--- config.mk ---
export PLATFORM = sky130hd
export DESIGN_NAME = dsv_volume
export DESIGN_NICKNAME = d
export VERILOG_FILES = /design/src/rtl/dsv_pkg.sv /design/src/rtl/dsv_ramp.sv /design/src/rtl/dsv_buf.sv /design/src/rtl/dsv_volume.sv
export SDC_FILE = /design/constraint.sdc
export NUM_CORES = 2
export LEC_CHECK = 0
export BUFFER_PORTS_ARGS = -buffer_cell sky130_fd_sc_hd__buf_2
export CAP_MARGIN = 10
export CORE_UTILIZATION = 60
export DETAILED_ROUTE_END_ITERATION = 10
export PLACE_DENSITY = 0.9
export SYNTH_ARGS = -nofsm -noshare
export SYNTH_HDL_FRONTEND = slang
export SYNTH_SLANG_ARGS = --single-unit
export TNS_END_PERCENT = 5
--- constraint.sdc ---
create_clock -name clk -period 13.9 [get_ports clk]
set_input_delay 4.17 -clock clk [delete_from_list [all_inputs] [get_ports clk]]
set_output_delay 4.17 -clock clk [all_outputs]
set_load 0.02 [all_outputs]
--- src/rtl/dsv_pkg.sv ---
package dsv_pkg;
  localparam int unsigned SYS_CLK_HZ = 125000000;
  localparam int unsigned MOD_OSR = 128;
  localparam int unsigned FSREF_48K_HZ = 48000;
  localparam int unsigned FSREF_44K_HZ = 44100;
  localparam logic [27:0] MOD_INC_48K = 28'(MOD_OSR * FSREF_48K_HZ);
  localparam logic [27:0] MOD_INC_44K = 28'(MOD_OSR * FSREF_44K_HZ);
  localparam logic [27:0] MOD_MODULUS = 28'(SYS_CLK_HZ);

  localparam logic [7:0] OFS_CTRL = 8'h00;
  localparam logic [7:0] OFS_LVOL = 8'h04;
  localparam logic [7:0] OFS_RVOL = 8'h08;
  localparam logic [7:0] OFS_MVOL = 8'h0c;
  localparam logic [7:0] OFS_STATUS = 8'h10;

  localparam int CTRL_PWR = 0;
  localparam int CTRL_LANA = 1;
  localparam int CTRL_RANA = 2;
  localparam int CTRL_NORAMP = 3;
  localparam int CTRL_SLOW = 4;
  localparam int CTRL_DEEMPH = 5;
  localparam int CTRL_FX = 6;
  localparam int CTRL_RATE44 = 8;
  localparam logic [8:0] CTRL_RESET = 9'h000;
  localparam int VOL_MUTE_BIT = 7;
  localparam logic [7:0] VOL_RESET = 8'h80;
  localparam logic [7:0] GAIN_MUTE = 8'h80;

  typedef struct packed {
    logic signed [15:0] left;
    logic signed [15:0] right;
  } dsv_sample_t;

  typedef enum logic [2:0] {
    PW_OFF = 3'b000,
    PW_UP = 3'b001,
    PW_ON = 3'b010,
    PW_FXMUTE = 3'b011,
    PW_FXUNMUTE = 3'b100,
    PW_DOWN = 3'b101
  } dsv_pwr_t;

  // Half-dB attenuation: 12 steps per octave of the mantissa, then a shift
  function automatic logic signed [15:0] dsv_scale(input logic signed [15:0] x,
                                                   input logic [7:0] idx);
    logic [15:0] coef;
    logic [3:0] sh;
    logic signed [33:0] prod;
    unique case (7'(idx[6:0] % 7'd12))
      7'd0: coef = 16'h8000;
      7'd1: coef = 16'h78d7;
      7'd2: coef = 16'h7215;
      7'd3: coef = 16'h6bb3;
      7'd4: coef = 16'h65ad;
      7'd5: coef = 16'h5ffd;
      7'd6: coef = 16'h5a9e;
      7'd7: coef = 16'h558c;
      7'd8: coef = 16'h50c3;
      7'd9: coef = 16'h4c3f;
      7'd10: coef = 16'h47fb;
      default: coef = 16'h43f4;
    endcase
    sh = 4'(idx[6:0] / 7'd12);
    prod = $signed(x) * $signed({2'b00, coef});
    dsv_scale = idx[7] ? 16'sh0000 : 16'((prod >>> 15) >>> sh);
  endfunction
endpackage

--- src/rtl/dsv_ramp.sv ---
`timescale 1ns/10ps
`default_nettype none
module dsv_ramp (
  input wire logic clk,
  input wire logic reset_n,
  input wire logic step_en,
  input wire logic load_mute,
  input wire logic bypass,
  input wire logic [7:0] target,
  output logic [7:0] applied
);
  logic [7:0] applied_reg;
  logic [7:0] applied_next;

  assign applied_next = load_mute ? dsv_pkg::GAIN_MUTE :
                        !step_en ? applied_reg :
                        bypass ? target :
                        (applied_reg < target) ? applied_reg + 8'h01 :
                        (applied_reg > target) ? applied_reg - 8'h01 : applied_reg;

  always_ff @(posedge clk) begin
    if (!reset_n) applied_reg <= dsv_pkg::GAIN_MUTE;
    else applied_reg <= applied_next;
  end
  assign applied = applied_reg;
endmodule
`default_nettype wire

--- src/rtl/dsv_buf.sv ---
`timescale 1ns/10ps
`default_nettype none
module dsv_buf #(
  parameter int WIDTH = 32
) (
  input wire logic clk,
  input wire logic reset_n,
  input wire logic in_valid,
  output logic in_ready,
  input wire logic [WIDTH-1:0] in_data,
  output logic out_valid,
  input wire logic out_ready,
  output logic [WIDTH-1:0] out_data
);
  logic [WIDTH-1:0] head_reg;
  logic [WIDTH-1:0] tail_reg;
  logic [1:0] cnt_reg;
  logic [1:0] cnt_next;
  logic [1:0] wr_pos;
  logic in_ready_reg;
  logic out_valid_reg;
  logic push;
  logic pop;

  assign push = in_valid & in_ready_reg;
  assign pop = out_valid_reg & out_ready;
  assign wr_pos = cnt_reg - {1'b0, pop};
  assign cnt_next = cnt_reg + {1'b0, push} - {1'b0, pop};

  always_ff @(posedge clk) begin
    if (!reset_n) begin
      cnt_reg <= 2'h0;
      in_ready_reg <= 1'b0;
      out_valid_reg <= 1'b0;
    end else begin
      cnt_reg <= cnt_next;
      in_ready_reg <= cnt_next != 2'h2;
      out_valid_reg <= cnt_next != 2'h0;
    end
  end

  always_ff @(posedge clk) begin
    if (pop) head_reg <= tail_reg;
    if (push && wr_pos == 2'h0) head_reg <= in_data;
    else if (push) tail_reg <= in_data;
  end

  assign in_ready = in_ready_reg;
  assign out_valid = out_valid_reg;
  assign out_data = head_reg;
endmodule
`default_nettype wire

--- src/rtl/dsv_volume.sv ---
// How it works
// Each channel attenuates from 0 dB to -63.5 dB in half-dB steps set by its level field.
// Each channel has its own mute bit that silences it whatever its level.
// A master volume write sets the level and mute of both channels at once.
// The applied gain moves at most one half-dB step per input sample toward its target.
// A slow bit makes the gain step once every two input samples.
// A read-only status bit shows that ramping is over and applied equals requested gain.
// A control bit turns gradual ramping off.
// With ramping on, the host keeps the clock running until the power-down flag is set.
// The power-down flag rises only after the ramp down and power-down have finished.
// Toggling de-emphasis or effects ramps to mute, switches, then ramps back up.
// At power-up the gain starts muted and ramps up to the programmed level.
// A power-down request first ramps to mute, then powers the converter off.
// The converter powers up or down as a whole, and each channel's analog part on its own.
// The modulator strobe runs at 128 times the reference rate, 48 kHz or 44.1 kHz.
// With ramping off, a new setting applies at the next sample and status shows done; with the slow bit set the code applies it only every second sample.
// The done status is low while either channel's applied gain differs from its target; with ramping off the code holds it high.
//
// Our own choices: register access over Wishbone and the address map.
`timescale 1ns/10ps
`default_nettype none
module dsv_volume (
  input wire logic clk,
  input wire logic reset_n,
  input wire logic wb_cyc_i,
  input wire logic wb_stb_i,
  input wire logic wb_we_i,
  input wire logic [7:0] wb_adr_i,
  input wire logic [3:0] wb_sel_i,
  input wire logic [31:0] wb_dat_i,
  output logic [31:0] wb_dat_o,
  output logic wb_ack_o,
  input wire logic s_valid,
  output logic s_ready,
  input wire dsv_pkg::dsv_sample_t s_data,
  output logic m_valid,
  input wire logic m_ready,
  output dsv_pkg::dsv_sample_t m_data,
  output logic dac_on,
  output logic left_ana_on,
  output logic right_ana_on,
  output logic deemph_on,
  output logic effects_on,
  output logic mod_tick
);
  logic [8:0] ctrl_reg;
  logic [8:0] ctrl_next;
  logic [7:0] lvol_reg;
  logic [7:0] lvol_next;
  logic [7:0] rvol_reg;
  logic [7:0] rvol_next;
  logic [7:0] mvol_reg;
  logic [7:0] mvol_next;
  logic ack_reg;
  logic [31:0] rdata_reg;
  logic [31:0] rdata_next;
  dsv_pkg::dsv_pwr_t pwr_reg;
  dsv_pkg::dsv_pwr_t pwr_next;
  logic dac_on_reg;
  logic lana_reg;
  logic rana_reg;
  logic deemph_reg;
  logic fx_reg;
  logic half_reg;
  logic done_reg;
  logic tick_reg;
  logic [27:0] acc_reg;
  logic [27:0] acc_sum;
  logic acc_wrap;
  logic wb_req;
  logic wb_wr;
  logic hit_ctrl;
  logic hit_lvol;
  logic hit_rvol;
  logic hit_mvol;
  logic hit_status;
  logic fire;
  logic step_en;
  logic mute_tgt;
  logic load_mute;
  logic ramp_off;
  logic at_tgt;
  logic at_mute;
  logic fx_switch;
  logic fx_pending;
  logic pd_flag;
  logic [1:0][7:0] vol_w;
  logic [1:0][7:0] tgt_w;
  logic [1:0][7:0] app_w;
  dsv_pkg::dsv_sample_t buf_in;

  // Register bus decode
  assign wb_req = wb_cyc_i & wb_stb_i;
  assign wb_wr = wb_req & wb_we_i & ack_reg;
  assign hit_ctrl = wb_adr_i == dsv_pkg::OFS_CTRL;
  assign hit_lvol = wb_adr_i == dsv_pkg::OFS_LVOL;
  assign hit_rvol = wb_adr_i == dsv_pkg::OFS_RVOL;
  assign hit_mvol = wb_adr_i == dsv_pkg::OFS_MVOL;
  assign hit_status = wb_adr_i == dsv_pkg::OFS_STATUS;

  assign ctrl_next[7:0] = (wb_wr & hit_ctrl & wb_sel_i[0]) ? wb_dat_i[7:0] : ctrl_reg[7:0];
  assign ctrl_next[8] = (wb_wr & hit_ctrl & wb_sel_i[1]) ? wb_dat_i[8] : ctrl_reg[8];
  assign mvol_next = (wb_wr & hit_mvol & wb_sel_i[0]) ? wb_dat_i[7:0] : mvol_reg;
  assign lvol_next = (wb_wr & (hit_lvol | hit_mvol) & wb_sel_i[0]) ? wb_dat_i[7:0] : lvol_reg;
  assign rvol_next = (wb_wr & (hit_rvol | hit_mvol) & wb_sel_i[0]) ? wb_dat_i[7:0] : rvol_reg;

  assign pd_flag = pwr_reg == dsv_pkg::PW_OFF;
  assign rdata_next = hit_ctrl ? {23'h000000, ctrl_reg} :
                      hit_lvol ? {24'h000000, lvol_reg} :
                      hit_rvol ? {24'h000000, rvol_reg} :
                      hit_mvol ? {24'h000000, mvol_reg} :
                      hit_status ? {8'h00, app_w[1], app_w[0], 4'h0, fx_reg, deemph_reg,
                                    pd_flag, done_reg} : 32'h00000000;

  always_ff @(posedge clk) begin
    if (!reset_n) begin
      ack_reg <= 1'b0;
      rdata_reg <= 32'h00000000;
      ctrl_reg <= dsv_pkg::CTRL_RESET;
      lvol_reg <= dsv_pkg::VOL_RESET;
      rvol_reg <= dsv_pkg::VOL_RESET;
      mvol_reg <= dsv_pkg::VOL_RESET;
    end else begin
      ack_reg <= wb_req & ~ack_reg;
      rdata_reg <= (wb_req & ~ack_reg) ? rdata_next : rdata_reg;
      ctrl_reg <= ctrl_next;
      lvol_reg <= lvol_next;
      rvol_reg <= rvol_next;
      mvol_reg <= mvol_next;
    end
  end

  // Sample pacing of the gain ramp
  assign fire = s_valid & s_ready;
  assign step_en = fire & (~ctrl_reg[dsv_pkg::CTRL_SLOW] | half_reg); // see
  assign ramp_off = ctrl_reg[dsv_pkg::CTRL_NORAMP];
  assign mute_tgt = (pwr_reg == dsv_pkg::PW_FXMUTE) | (pwr_reg == dsv_pkg::PW_DOWN) | pd_flag;
  assign load_mute = pd_flag;
  assign vol_w[0] = lvol_reg;
  assign vol_w[1] = rvol_reg;

  for (genvar g = 0; g < 2; g++) begin : g_ch
    assign tgt_w[g] = (mute_tgt | vol_w[g][dsv_pkg::VOL_MUTE_BIT]) ? dsv_pkg::GAIN_MUTE :
                      {1'b0, vol_w[g][6:0]}; // see
    dsv_ramp u_ramp (
      .clk(clk),
      .reset_n(reset_n),
      .step_en(step_en),
      .load_mute(load_mute),
      .bypass(ramp_off),
      .target(tgt_w[g]),
      .applied(app_w[g])
    );
  end

  assign at_tgt = (app_w[0] == tgt_w[0]) && (app_w[1] == tgt_w[1]);
  assign at_mute = (app_w[0] == dsv_pkg::GAIN_MUTE) && (app_w[1] == dsv_pkg::GAIN_MUTE);
  assign fx_pending = (ctrl_reg[dsv_pkg::CTRL_DEEMPH] != deemph_reg) |
                      (ctrl_reg[dsv_pkg::CTRL_FX] != fx_reg);
  assign fx_switch = (pwr_reg == dsv_pkg::PW_FXMUTE) & at_mute;

  // Power and effects sequencing
  always_comb begin
    pwr_next = pwr_reg;
    unique case (pwr_reg)
      dsv_pkg::PW_OFF: if (ctrl_reg[dsv_pkg::CTRL_PWR]) pwr_next = dsv_pkg::PW_UP;
      dsv_pkg::PW_UP, dsv_pkg::PW_FXUNMUTE: begin
        if (!ctrl_reg[dsv_pkg::CTRL_PWR]) pwr_next = dsv_pkg::PW_DOWN;
        else if (at_tgt) pwr_next = dsv_pkg::PW_ON;
      end
      dsv_pkg::PW_ON: begin
        if (!ctrl_reg[dsv_pkg::CTRL_PWR]) pwr_next = dsv_pkg::PW_DOWN;
        else if (fx_pending) pwr_next = dsv_pkg::PW_FXMUTE;
      end
      dsv_pkg::PW_FXMUTE: if (at_mute) pwr_next = dsv_pkg::PW_FXUNMUTE;
      dsv_pkg::PW_DOWN: if (at_mute) pwr_next = dsv_pkg::PW_OFF;
      default: pwr_next = dsv_pkg::PW_OFF;
    endcase
  end

  always_ff @(posedge clk) begin
    if (!reset_n) begin
      pwr_reg <= dsv_pkg::PW_OFF;
      dac_on_reg <= 1'b0;
      lana_reg <= 1'b0;
      rana_reg <= 1'b0;
      deemph_reg <= 1'b0;
      fx_reg <= 1'b0;
      half_reg <= 1'b0;
      done_reg <= 1'b1;
    end else begin
      pwr_reg <= pwr_next;
      dac_on_reg <= pwr_next != dsv_pkg::PW_OFF;
      lana_reg <= (pwr_next != dsv_pkg::PW_OFF) & ctrl_reg[dsv_pkg::CTRL_LANA];
      rana_reg <= (pwr_next != dsv_pkg::PW_OFF) & ctrl_reg[dsv_pkg::CTRL_RANA];
      deemph_reg <= fx_switch ? ctrl_reg[dsv_pkg::CTRL_DEEMPH] : deemph_reg;
      fx_reg <= fx_switch ? ctrl_reg[dsv_pkg::CTRL_FX] : fx_reg;
      half_reg <= ctrl_reg[dsv_pkg::CTRL_SLOW] & (half_reg ^ fire);
      done_reg <= ramp_off | at_tgt; // see see
    end
  end

  // Modulator strobe at 128 x Fsref
  assign acc_sum = acc_reg + (ctrl_reg[dsv_pkg::CTRL_RATE44] ? dsv_pkg::MOD_INC_44K :
                              dsv_pkg::MOD_INC_48K);
  assign acc_wrap = acc_sum >= dsv_pkg::MOD_MODULUS;

  always_ff @(posedge clk) begin
    if (!reset_n) begin
      acc_reg <= 28'h0000000;
      tick_reg <= 1'b0;
    end else begin
      acc_reg <= acc_wrap ? acc_sum - dsv_pkg::MOD_MODULUS : acc_sum;
      tick_reg <= acc_wrap & dac_on_reg;
    end
  end

  // Gain applied to the stream, silence on a powered-down channel
  assign buf_in.left = lana_reg ? dsv_pkg::dsv_scale(s_data.left, app_w[0]) : 16'sh0000;
  assign buf_in.right = rana_reg ? dsv_pkg::dsv_scale(s_data.right, app_w[1]) : 16'sh0000;

  dsv_buf #(
    .WIDTH($bits(dsv_pkg::dsv_sample_t))
  ) u_buf (
    .clk(clk),
    .reset_n(reset_n),
    .in_valid(s_valid),
    .in_ready(s_ready),
    .in_data(buf_in),
    .out_valid(m_valid),
    .out_ready(m_ready),
    .out_data(m_data)
  );

  assign wb_dat_o = rdata_reg;
  assign wb_ack_o = ack_reg;
  assign dac_on = dac_on_reg;
  assign left_ana_on = lana_reg;
  assign right_ana_on = rana_reg;
  assign deemph_on = deemph_reg;
  assign effects_on = fx_reg;
  assign mod_tick = tick_reg;
endmodule
`default_nettype wire

==> flow_summary.toml <==
[clock_tree]
cts_tree = "built"
cts_buffers = 17
post_cts_buffers = 0
path_clk_slew_ns = 0.07
htree_levels = 4
cts_resized = 0
hold_buffers = 0
clk_path_buf_depth = 2
worstSkewPairLatency_ns = 0.46
cts_sinks = 175
ctsRootBufferMaster = "clkbuf_16"

[worst_setup_path]
r2r_cells = 28
start_kind = "input port"
crit_path_max_fanout = 13
r2r_start = "g_ch[0].u_ramp.applied[6]"
critPathKind = "input port to register"
cp.required_ns = 14.22
regToRegSetupSlack_ns = 2.43
worstPathArrival_ns = 12.57
critPathCaptureType = "register"
startpoint = "s_data[20]"
r2r_end = "u_buf.out_data[24]"

[yosys]
synth_warnings = 0
synth-compound-area-share_pct = 14.8
yosys-top-cells-area = "fa_1 (26%), ha_1 (12%), dfxtp_1 (7.3%)"
synth-main-ff-cell = "dfxtp_1"
synth_fa_ha_area_share_pct = 37.5
synth_top_family_by_area = "adder cells"
ys_types = 99
avgSynthCellArea_um2 = 8.34
synth-seq-cells = 175
synth-edff-count = 64
syn_inst = 3646
netlist_area_um2 = 30400
yosys.area_share.simple_pct = 19.7
synth.top_cell.area_share_pct = 25.5
ys_async_sr_fraction_pct = 0
netlist.top_cell.by_area = "fa_1"
yosysSeqAreaShare_pct = 13.6
muxShareOfSynthArea_pct = 2.73
synth_xor_area_share_pct = 2.30

[floorplan]
io_pins = 156
dieHeight_um = 227
start_util_pct = 60.8
row_count = 82
die-area_um2 = 51600
core_um2 = 50100
die_w_um = 227

[min_path]
hold_path.class = "register to register"
hold_start = "wb_dat_o[5]"
hold_depth = 2
worstHoldEndpoint = "wb_dat_o[5]"

[timing]
worstMarginPinSlew_ns = 1.28
rsz0062_at_grt = "no"
post-route-min-period_ns = 12.24
finalCritPeriodShare_pct = 88.1
final-max-slew-violation-count = 0
final-hold-violation-count = 0
hold_slack_ns = 0.454
finalSetupViolations = 0
finalSetupTns_ns = 0
setup_ws_ns = 1.66
clock_skew_ns = 0.0223
max_slew_margin_pct = 14.7
fmax_mhz = 81.7

[final_layout]
diodes = 0
final_cell_mix = "inv_1 (549), nand2_1 (457), fa_1 (388)"
layout_commonest_cell = "inv_1"
areaGrowthSynthToFinish_pct = 5.30
nets = 4410
design_area_um2 = 32000
drive_gt1_share_pct = 7.05

[global_routing]
antenna_found_initial = 2
grt_pass1_vias = 26300
grt_overflow_total = 0
grt_pass1_wl_um = 132000
grt_max_degree = 81
grt.total_usage_pct = 32.2

[flow_run]
timing.max_cap.violations = 0

[route]
first_iter_violations = 2858
final_antenna_net_count = 0
drc = 0
wirelength_um = 81400
vias_per_cell = 6.15
wire_per_inst_um = 18.8
firstDrtPassIters = 6
via_count = 26600

[placed_design]
port_buffers = 122
place_congestion = 0.989
placed_area_um2 = 31500
dp_slack_ns = 1.51
dpl.hpwl_um = 63300

[power_and_ir_drop]
power_density_nw_per_um2 = 62.6
p_leak_nw = 15.4
peakVddDrop_uv = 122

[run_status]
outcome = "finished clean"
## cell type report
| cell class | instances | area (um^2) |
|---|---|---|
| fillers | 3978 | 18000 |
| flip-flops and latches | 175 | 4140 |
| multi-input cells | 2742 | 23500 |
| clock inverters | 12 | 125 |
| inverters | 552 | 2070 |
| repair buffers | 159 | 888 |
| clock buffers | 18 | 429 |
| well taps | 672 | 841 |
## through the flow
| step | power (mW) | utilization, % | cells |
|---|---|---|---|
| finish | 2.01 | 64.0 | 4330 |
| detailed placement | 1.51 | 62.9 | 4299 |
| floorplan | 1.28 | - | 3653 |
| CTS | 1.99 | 64.0 | 4329 |
| global route | 2.12 | 64.0 | 4330 |
| global placement | 1.49 | 62.9 | 4299 |
## where the power goes
part	total, mW	switching, mW	internal (mW)
registers	0.662	0.0342	0.628
logic	0.862	0.561	0.301
clock network	0.482	0.231	0.251
total	2.01	0.826	1.18
## routing by layer
metal,track usage [%],up-vias,share of wire [%]
met3,7.59,276,11
met5,0,-,0
met2,50.9,1436,46
met1,42.1,12800,39
met4,13.9,0,4.1
li1,-,12100,-
## synthesized netlist by cell type (24+ instances only)
cell type  count
a211oi_1      39
a21o_1        56
a21oi_1      160
and2_1       183
and3_1        41
clkbuf_1     152
dfxtp_1      111
edfxtp_1      64
fa_1         388
ha_1         292
inv_1        549
mux2i_1       55
nand2_1      457
nand2b_1      43
nand3_1       48
nand4_1       27
nor2_1       272
nor2b_1       24
nor3_1        60
o21ai_0       94
o31ai_1       24
xnor2_1       55
## logic make-up (layout without fill, tap and decap cells)
kind of cell	count (synthesis)	count (layout)
buffers and inverters	736	741
multiplexers	76	76
XOR/XNOR	79	79
AO/OA/AOI/OAI	650	650
adder cells (fa/ha/maj)	680	680
AND/OR/NAND/NOR	1249	1249
flip-flops	175	175
other	1	8
## how the worst max path moves through the flow
stage | cells after the start | slack [ns] | to
final | 26 | 1.66 | u_buf.out_data[17]
after global routing | 26 | 1.43 | u_buf.out_data[17]
after CTS | 26 | 1.96 | u_buf.out_data[23]
after detailed placement | 26 | 1.51 | u_buf.out_data[23]
after global placement | 26 | 1.58 | u_buf.out_data[17]
after floorplan | 26 | 2.60 | u_buf.out_data[23]
## worst max-delay path, cell delays in order
cell and delay [ns]:
buf_2 0.19, clkinv_1 0.42, nor3_1 0.66, fa_1 0.52, inv_1 0.09, fa_1 0.41
fa_1 0.43, fa_1 0.54, inv_1 0.05, fa_1 0.47, inv_1 0.05, fa_1 0.53
inv_1 0.04, ha_1 0.28, nand2_1 0.09, nor2_1 0.19, o2111ai_1 0.17, or2_2 0.36
nor4b_4 0.70, mux2_2 0.45, nor2_1 0.15, o32ai_1 0.11, a211oi_1 0.53, o32ai_1 0.19
nor3_1 0.49, mux2_2 0.26
Note: power is estimated with default switching activity, not from simulation.
